==> config.mk <==
export PLATFORM = sky130hd
export DESIGN_NAME = ctc_timer
export DESIGN_NICKNAME = d
export VERILOG_FILES = /design/src/ctc_pkg.sv /design/src/ctc_timer.sv
export SDC_FILE = /design/constraint.sdc
export NUM_CORES = 1
export LEC_CHECK = 0
export BUFFER_PORTS_ARGS = -buffer_cell sky130_fd_sc_hd__buf_2
export CAP_MARGIN = 30
export CORE_MARGIN = 3
export CORE_UTILIZATION = 45
export CTS_BUF_LIST = sky130_fd_sc_hd__clkbuf_4 sky130_fd_sc_hd__clkbuf_8 sky130_fd_sc_hd__clkbuf_16
export CTS_CLUSTER_SIZE = 12
export DETAILED_ROUTE_END_ITERATION = 10
export GPL_TIMING_DRIVEN = 0
export PLACE_DENSITY = 0.71
export SETUP_SLACK_MARGIN = 0.2
export SLEW_MARGIN = 25
export SYNTH_ARGS = -nofsm -noshare
export SYNTH_HDL_FRONTEND = slang
export SYNTH_SLANG_ARGS = --single-unit
==> constraint.sdc <==
create_clock -name i_mclk -period 3.5 [get_ports i_mclk]
set_input_delay 0.35 -clock i_mclk [delete_from_list [all_inputs] [get_ports i_mclk]]
set_output_delay 0.35 -clock i_mclk [all_outputs]
set_load 0.005 [all_outputs]
==> src/ctc_pkg.sv <==
// Package of constants for the compact timer core
package ctc_pkg;
  // ------------------------------------------------------------
  // Register byte addresses
  // ------------------------------------------------------------
  localparam logic [7:0] CTC_ADR_CTRL_A = 8'h00;
  localparam logic [7:0] CTC_ADR_CTRL_B = 8'h04;
  localparam logic [7:0] CTC_ADR_CNT_LO = 8'h08;
  localparam logic [7:0] CTC_ADR_CNT_HI = 8'h0C;
  localparam logic [7:0] CTC_ADR_CMPA_LO = 8'h10;
  localparam logic [7:0] CTC_ADR_CMPA_HI = 8'h14;
  localparam logic [7:0] CTC_ADR_FLAGS = 8'h18;
  // ------------------------------------------------------------
  // Field positions, control A
  // ------------------------------------------------------------
  localparam int CTC_A_PAUSE = 7;
  localparam int CTC_A_CLK_HI = 6;
  localparam int CTC_A_CLK_LO = 4;
  localparam int CTC_A_ON = 3;
  localparam int CTC_A_PER_HI = 2;
  localparam int CTC_A_PER_LO = 0;
  // ------------------------------------------------------------
  // Field positions, control B and flags
  // ------------------------------------------------------------
  localparam int CTC_B_MODE_HI = 7;
  localparam int CTC_B_MODE_LO = 6;
  localparam int CTC_B_IO_HI = 5;
  localparam int CTC_B_IO_LO = 4;
  localparam int CTC_B_INIT = 3;
  localparam int CTC_B_POL = 2;
  localparam int CTC_B_CLR_SEL = 0;
  localparam int CTC_F_CMPA = 0;
  localparam int CTC_F_PER = 1;
  // ------------------------------------------------------------
  // Reset values and encodings
  // ------------------------------------------------------------
  localparam logic [7:0] CTC_CTRL_RST = 8'h00;
  localparam logic [9:0] CTC_CNT_RST = 10'h000;
  localparam logic [9:0] CTC_CNT_MAX = 10'h3FF;
  localparam logic [5:0] CTC_DIV4_MASK = 6'h03;
  localparam logic [5:0] CTC_DIV16_MASK = 6'h0F;
  localparam logic [5:0] CTC_DIV64_MASK = 6'h3F;
  localparam logic [1:0] CTC_MODE_CMP = 2'h0;
  localparam logic [1:0] CTC_IO_LOW = 2'h1;
  localparam logic [1:0] CTC_IO_HIGH = 2'h2;
  localparam logic [1:0] CTC_IO_TOG = 2'h3;
  typedef enum logic [2:0] {
    CTC_CK_SYS_DIV4, CTC_CK_SYS, CTC_CK_H_DIV16, CTC_CK_H_DIV64,
    CTC_CK_SUB0, CTC_CK_SUB1, CTC_CK_EXT_RISE, CTC_CK_EXT_FALL
  } ctc_clk_sel_t;
endpackage

==> src/ctc_timer.sv <==
// Compact timer core with classic Wishbone register slave
`timescale 1ns/100ps
module ctc_timer (
  // Clock and reset
  input wire logic i_mclk,
  input wire logic i_rst_n,
  // Wishbone slave
  input wire logic i_wb_cyc,
  input wire logic i_wb_stb,
  input wire logic i_wb_we,
  input wire logic [7:0] i_wb_adr,
  input wire logic [3:0] i_wb_sel,
  input wire logic [31:0] i_wb_dat,
  output logic [31:0] o_wb_dat,
  output logic o_wb_ack,
  // Clock sources and pins
  input wire logic i_sub_clock_tick,
  input wire logic i_ext_clock_pin,
  output logic o_timer_out_pin,
  output logic o_timer_out_pin_inverted,
  // Request flags
  output logic o_compare_a_flag,
  output logic o_period_match_flag
);
  import ctc_pkg::*;

  // ------------------------------------------------------------
  // State
  // ------------------------------------------------------------
  logic [7:0] ctrl_a_ff;
  logic [7:0] ctrl_b_ff;
  logic [9:0] cnt_ff;
  logic [9:0] cmpa_ff;
  logic [7:0] buf_ff;
  logic [5:0] div_ff;
  logic ext_prev_ff;
  logic on_prev_ff;
  logic out_lvl_ff;
  logic flag_a_ff;
  logic flag_p_ff;
  logic ack_ff;
  logic [31:0] rdat_ff;

  // ------------------------------------------------------------
  // Bus decode
  // ------------------------------------------------------------
  function automatic logic hit(input logic [7:0] adr, input logic [7:0] ref_adr);
    hit = (adr == ref_adr);
  endfunction

  wire logic acc = i_wb_cyc & i_wb_stb & ~ack_ff;
  wire logic wr = acc & i_wb_we & i_wb_sel[0];
  wire logic rd = acc & ~i_wb_we;
  wire logic [7:0] wd = i_wb_dat[7:0];
  wire logic wr_ctrl_a = wr & hit(i_wb_adr, CTC_ADR_CTRL_A);
  wire logic wr_ctrl_b = wr & hit(i_wb_adr, CTC_ADR_CTRL_B);
  // Count pair takes no write path at all
  wire logic wr_cmpa_lo = wr & hit(i_wb_adr, CTC_ADR_CMPA_LO);
  wire logic wr_cmpa_hi = wr & hit(i_wb_adr, CTC_ADR_CMPA_HI);
  wire logic wr_flags = wr & hit(i_wb_adr, CTC_ADR_FLAGS);
  wire logic rd_cnt_hi = rd & hit(i_wb_adr, CTC_ADR_CNT_HI);
  wire logic rd_cmpa_hi = rd & hit(i_wb_adr, CTC_ADR_CMPA_HI);

  // ------------------------------------------------------------
  // Field views
  // ------------------------------------------------------------
  wire logic pause = ctrl_a_ff[CTC_A_PAUSE];
  wire logic counter_on = ctrl_a_ff[CTC_A_ON];
  wire ctc_clk_sel_t clk_sel = ctc_clk_sel_t'(ctrl_a_ff[CTC_A_CLK_HI:CTC_A_CLK_LO]);
  wire logic [2:0] period_val = ctrl_a_ff[CTC_A_PER_HI:CTC_A_PER_LO];
  wire logic [1:0] mode = ctrl_b_ff[CTC_B_MODE_HI:CTC_B_MODE_LO];
  wire logic [1:0] io_sel = ctrl_b_ff[CTC_B_IO_HI:CTC_B_IO_LO];
  wire logic init_lvl = ctrl_b_ff[CTC_B_INIT];
  wire logic polarity = ctrl_b_ff[CTC_B_POL];
  wire logic clear_sel = ctrl_b_ff[CTC_B_CLR_SEL];
  wire logic on_rise = counter_on & ~on_prev_ff;

  // ------------------------------------------------------------
  // Clock source selection
  // ------------------------------------------------------------
  // High clock is taken as the bus clock; sub clock arrives as a strobe
  wire logic ext_rise = i_ext_clock_pin & ~ext_prev_ff;
  wire logic ext_fall = ~i_ext_clock_pin & ext_prev_ff;
  logic src_tick;
  always_comb begin
    case (clk_sel)
      CTC_CK_SYS_DIV4: src_tick = (div_ff[1:0] == CTC_DIV4_MASK[1:0]);
      CTC_CK_SYS: src_tick = 1'b1;
      CTC_CK_H_DIV16: src_tick = (div_ff[3:0] == CTC_DIV16_MASK[3:0]);
      CTC_CK_H_DIV64: src_tick = (div_ff == CTC_DIV64_MASK);
      CTC_CK_SUB0, CTC_CK_SUB1: src_tick = i_sub_clock_tick;
      CTC_CK_EXT_RISE: src_tick = ext_rise;
      CTC_CK_EXT_FALL: src_tick = ext_fall;
      default: src_tick = 1'b0;
    endcase
  end

  // Off or paused: no tick, count held
  wire logic tick = src_tick & counter_on & ~pause & ~on_rise;

  // ------------------------------------------------------------
  // Comparators
  // ------------------------------------------------------------
  wire logic [9:0] cnt_inc = cnt_ff + 10'h001;
  wire logic overflow = tick & (cnt_ff == CTC_CNT_MAX);
  // Next value checked so code n clears after n*128 clocks
  wire logic per_hit = tick & (period_val != 3'h0) & (cnt_inc[9:7] == period_val);
  wire logic a_hit = tick & (cmpa_ff != CTC_CNT_RST) & (cnt_inc == cmpa_ff);
  // Period zero: overflow stands in for the period match
  wire logic per_event = ~clear_sel & (per_hit | (overflow & period_val == 3'h0));
  wire logic clr_match = clear_sel ? a_hit : per_event;

  // ------------------------------------------------------------
  // Counter
  // ------------------------------------------------------------
  logic [9:0] nxt_cnt;
  always_comb begin
    if (on_rise) begin
      nxt_cnt = CTC_CNT_RST;
    end else if (clr_match) begin
      nxt_cnt = CTC_CNT_RST;
    end else if (tick) begin
      nxt_cnt = cnt_inc;
    end else begin
      nxt_cnt = cnt_ff;
    end
  end

  // ------------------------------------------------------------
  // Output pin level
  // ------------------------------------------------------------
  logic nxt_out_lvl;
  always_comb begin
    nxt_out_lvl = out_lvl_ff;
    if (on_rise) begin
      nxt_out_lvl = init_lvl;
    end else if (a_hit & (mode == CTC_MODE_CMP)) begin
      case (io_sel)
        CTC_IO_LOW: nxt_out_lvl = 1'b0;
        CTC_IO_HIGH: nxt_out_lvl = 1'b1;
        CTC_IO_TOG: nxt_out_lvl = ~out_lvl_ff;
        default: nxt_out_lvl = out_lvl_ff;
      endcase
    end
  end

  // ------------------------------------------------------------
  // Flags: set wins over a same-cycle clear
  // ------------------------------------------------------------
  wire logic nxt_flag_a = a_hit | (flag_a_ff & ~(wr_flags & wd[CTC_F_CMPA]));
  wire logic nxt_flag_p = per_event | (flag_p_ff & ~(wr_flags & wd[CTC_F_PER]));

  // ------------------------------------------------------------
  // Shared low-byte buffer
  // ------------------------------------------------------------
  logic [7:0] nxt_buf;
  always_comb begin
    if (wr_cmpa_lo) begin
      nxt_buf = wd;
    end else if (rd_cnt_hi) begin
      nxt_buf = cnt_ff[7:0];
    end else if (rd_cmpa_hi) begin
      nxt_buf = cmpa_ff[7:0];
    end else begin
      nxt_buf = buf_ff;
    end
  end

  // High write lands high byte and buffer together
  wire logic [9:0] nxt_cmpa = wr_cmpa_hi ? {wd[1:0], buf_ff} : cmpa_ff;

  // ------------------------------------------------------------
  // Read data
  // ------------------------------------------------------------
  logic [7:0] rsel;
  always_comb begin
    case (i_wb_adr)
      CTC_ADR_CTRL_A: rsel = ctrl_a_ff;
      CTC_ADR_CTRL_B: rsel = ctrl_b_ff;
      CTC_ADR_CNT_LO: rsel = buf_ff;
      CTC_ADR_CNT_HI: rsel = {6'h00, cnt_ff[9:8]};
      CTC_ADR_CMPA_LO: rsel = buf_ff;
      CTC_ADR_CMPA_HI: rsel = {6'h00, cmpa_ff[9:8]};
      CTC_ADR_FLAGS: rsel = {6'h00, flag_p_ff, flag_a_ff};
      default: rsel = 8'h00;
    endcase
  end

  // ------------------------------------------------------------
  // Registers
  // ------------------------------------------------------------
  always_ff @(posedge i_mclk) begin
    if (!i_rst_n) begin
      ctrl_a_ff <= CTC_CTRL_RST;
      ctrl_b_ff <= CTC_CTRL_RST;
      cnt_ff <= CTC_CNT_RST;
      cmpa_ff <= CTC_CNT_RST;
      buf_ff <= 8'h00;
      div_ff <= 6'h00;
      ext_prev_ff <= 1'b0;
      on_prev_ff <= 1'b0;
      out_lvl_ff <= 1'b0;
      flag_a_ff <= 1'b0;
      flag_p_ff <= 1'b0;
      ack_ff <= 1'b0;
      rdat_ff <= 32'h0000_0000;
    end else begin
      ctrl_a_ff <= wr_ctrl_a ? wd : ctrl_a_ff;
      ctrl_b_ff <= wr_ctrl_b ? wd : ctrl_b_ff;
      cnt_ff <= nxt_cnt;
      cmpa_ff <= nxt_cmpa;
      buf_ff <= nxt_buf;
      div_ff <= div_ff + 6'h01;
      ext_prev_ff <= i_ext_clock_pin;
      on_prev_ff <= counter_on;
      out_lvl_ff <= nxt_out_lvl;
      flag_a_ff <= nxt_flag_a;
      flag_p_ff <= nxt_flag_p;
      ack_ff <= acc;
      rdat_ff <= rd ? {24'h00_0000, rsel} : rdat_ff;
    end
  end

  // ------------------------------------------------------------
  // Outputs
  // ------------------------------------------------------------
  // Polarity applies to both pins; pin routing is left to software
  assign o_timer_out_pin = out_lvl_ff ^ polarity;
  assign o_timer_out_pin_inverted = ~(out_lvl_ff ^ polarity);
  assign o_compare_a_flag = flag_a_ff;
  assign o_period_match_flag = flag_p_ff;
  assign o_wb_ack = ack_ff;
  assign o_wb_dat = rdat_ff;
endmodule // ctc_timer

==> summary.md <==
| Metric | Value |
|---|---|
| RD Place Congestion | 0.978 |
| Hpwl dp | 6950 um |
| Synthesized area | 3740 um2 |
| Ant. Diodes | 0 |
| Longest Clk Path Bufs | 2 |
| ANT nets after route | 0 |
| Final worst path period need | 2.92 ns |
| Setup TNS | 0 ns |
| Average size of a mapped cell | roughly 9 um2 |
| Vias in the first global route | 3,031 |
| CP Class | reg2reg |
| Hold buffer count at CTS | 0 |
| Final period utilization | 83.3% |
| Sequential area share after synthesis | 34.2% |
| H-tree lvl count | 3 |
| Final Slew Violations | 0 |
| Ys Warns | 0 |
| IO Pins | 88 |
| Setup violators final | 0 |
| Clock sinks | 64 |
| DRT Pass-1 Iters | 6 |
| CP arrival | roughly 3.1 ns |
| Post-synth EDFFs | 0 |
| Pin count of the biggest net entering global routing | 12 |
| RSZ-0062 raised after global routing | no |
| Synth cell count leaders | dfxtp_1, nor2b_1, nand2_1 |
| Vias | approximately 3,300 |
| Crit-path max FO | 10 |
| Total global-route track usage | 19.1% |
| Max_cap viols | 0 |
| Distinct cells, synth | between 60 and 70 |
| Pwr dens | 335 nW/um2 |
| Status | completed |
| Row count | 32 |
| Fmax | 0.343 GHz |
| Total gr overflow | 0 |
| Post-CTS setup buffers | 0 |
| CTS tree | yes |
| Worst Clk Skew | 0.00988 ns |
| Antenna violations before repair | 0 |
| Clk slew on worst S/H paths | 0.07 ns |
| Count leader, synth | dfxtp_1 |
| M3 GR Usage | under 10% |
| DRC errors left | 0 |
| Synth top area cells | dfxtp_1, mux2i_1, nor2b_1 |
| Crit end category | register |
| CP max stage cell | a221oi_1 |
| Max-slew headroom | 44.6% |
| Final Hold Viols | 0 |
| Post-CTS sizing | 0 |
| Worst slew pin tran | 0.831 ns |
| Initial DRC count | 244 |
| Synth Instances | 422 |
| Initial Util | a little under half |
| Clk root buf | clkbuf_8 |
| Global-route wire length before repair | 14,800 um |
| Full die area | roughly 9400 um2 |
| Critical Path RT | 3.72 ns |
| Critical-path cell list | ha_1 > buf_2 > nand4_1 > nor2_2 > xnor3_1 > a22oi_1 > a221oi_1 > a31o_1 > buf_6 > nor3_2 |
| Die Height | a little under 100 um |
| GR Util met2 | between 20% and 30% |
| Synth top area share | 34.2% |
| Min Hold Slack | between 0.2 and 0.25 ns |
| Routed WL per cell | ~15 um |
| Dominant cell type by area after synthesis | dfxtp_1 |
| Area delta synth->final | 15.3% |
| Startpoint Class | register |
| Vias/cell | 5.51 |
| Synth Register Bits | between 60 and 70 |
| Final wirelength | 9110 um |
| Hold Crit Class | in2reg |
| Nets | 546 |
| CTS buffer count | 9 |
| CP max stage delay | 0.67 ns |
| Layout cell share with drive strength beyond 1 | roughly a fifth |
| Grt met1 use | 26.0% |
| Die width | roughly 100 um |
| Global route hottest layer | met2 |
| Worst skew pair latency | 0.35 ns |
| Top FF cell, synth | dfxtp_1 |
| LEAKAGE | 1.61 nW |
| PortBufs | 35 |
| Worst IR drop on VDD | approximately 190 uV |
| Core area | approximately 7900 um2 |
| Async set or reset register ratio after synthesis | 0% |
[logic make-up after synthesis]
logic type | share of synthesized area (%)
compound gates | 12.9
xor+xnor | 7.15
fa+ha+maj | 1.60
buf+inv | 8.39
flops | 34.2
mux | 7.22
other cells | 0.100
simple gates | 28.4
[critical path, delay by kind of cell, from the launching register on]
| kind | cells | cell delay [ns] |
|---|---|---|
| xor gates and xnor gates | 1 | 0.17 |
| buffers and inverters | 2 | 0.36 |
| DFF | 1 | 0.49 |
| adders and majority gates | 1 | 0.19 |
| AOI/OAI and AO/OA | 3 | 1.05 |
| and+or+nand+nor | 3 | 0.52 |
[final cells by class]
cell class / count / area, um2
flip-flops and latches: 64 / 1280
multi-input cells: 327 / 2230
well taps: 102 / 128
clock inverters: 6 / 61.3
fillers: 746 / 3570
repair buffers: 35 / 175
inverters: 8 / 30.0
clock buffers: 9 / 124
plain buffers: 46 / 284
[flip-flops by register name, summed over array words and instances (netlist names)]
register	flops
o_compare_a_flag	1
buf_ff	8
cnt_ff	10
o_wb_ack	1
div_ff	6
o_period_match_flag	1
ext_prev_ff	1
o_wb_dat	8
ctrl_b_ff	8
ctrl_a_ff	8
out_lvl_ff	1
cmpa_ff	10
on_prev_ff	1
[where the power goes]
group / total [mW] / switching (mW) / internal, mW
sequential: 0.736 / 0.00322 / 0.733
clock: 0.615 / 0.293 / 0.322
combinational: 0.0944 / 0.0495 / 0.0448
[per-stage QoR]
stage / instances / util [%] / worst slack, ns / total power, mW / area (um2)
floorplan: 445 / - / 1.35 / 0.812 / 3830
global placement: 582 / 52.4 / 0.737 / 0.843 / 4130
detailed placement: 582 / 52.4 / 0.713 / 0.845 / 4130
CTS: 597 / 54.7 / 0.690 / 1.45 / 4320
global route: 597 / 54.7 / 0.373 / 1.50 / 4320
finish: 597 / 54.7 / 0.584 / 1.45 / 4320
[final timing paths]
path                            cells after the start             from  slack, ns           to
worst max register to register                     10        cnt_ff[1]       0.58    cnt_ff[0]
worst max-delay path                               10        cnt_ff[1]       0.58    cnt_ff[0]
worst min-delay path                                2  i_ext_clock_pin       0.24  ext_prev_ff
worst min register to register                      1        div_ff[0]       0.48    div_ff[0]
[metal layers]
layer,routed length (um),share of wire (%)
met2,3990,44
met1,4240,47
met4,197,2.2
met5,0,0
met3,671,7.4
[cell usage in the layout (no fill, tap or decap), types with 9 or more instances in the layout]
| cell type | netlist | layout |
|---|---|---|
| dfxtp_1 | 64 | 64 |
| buf_2 | 7 | 42 |
| nor2b_1 | 38 | 38 |
| nand2_1 | 32 | 32 |
| mux2i_1 | 27 | 27 |
| buf_4 | 25 | 25 |
| conb_1 | 1 | 24 |
| nand3_1 | 20 | 20 |
| a21oi_1 | 16 | 16 |
| xnor2_1 | 15 | 15 |
| and2_1 | 14 | 14 |
| xor2_1 | 13 | 13 |
| o21ai_0 | 13 | 13 |
| a221oi_1 | 13 | 13 |
| nor2_1 | 12 | 12 |
| clkbuf_1 | 11 | 11 |
| nand4_1 | 9 | 9 |
| clkbuf_8 | 0 | 9 |
Note: power is estimated with default switching activity, not from simulation.
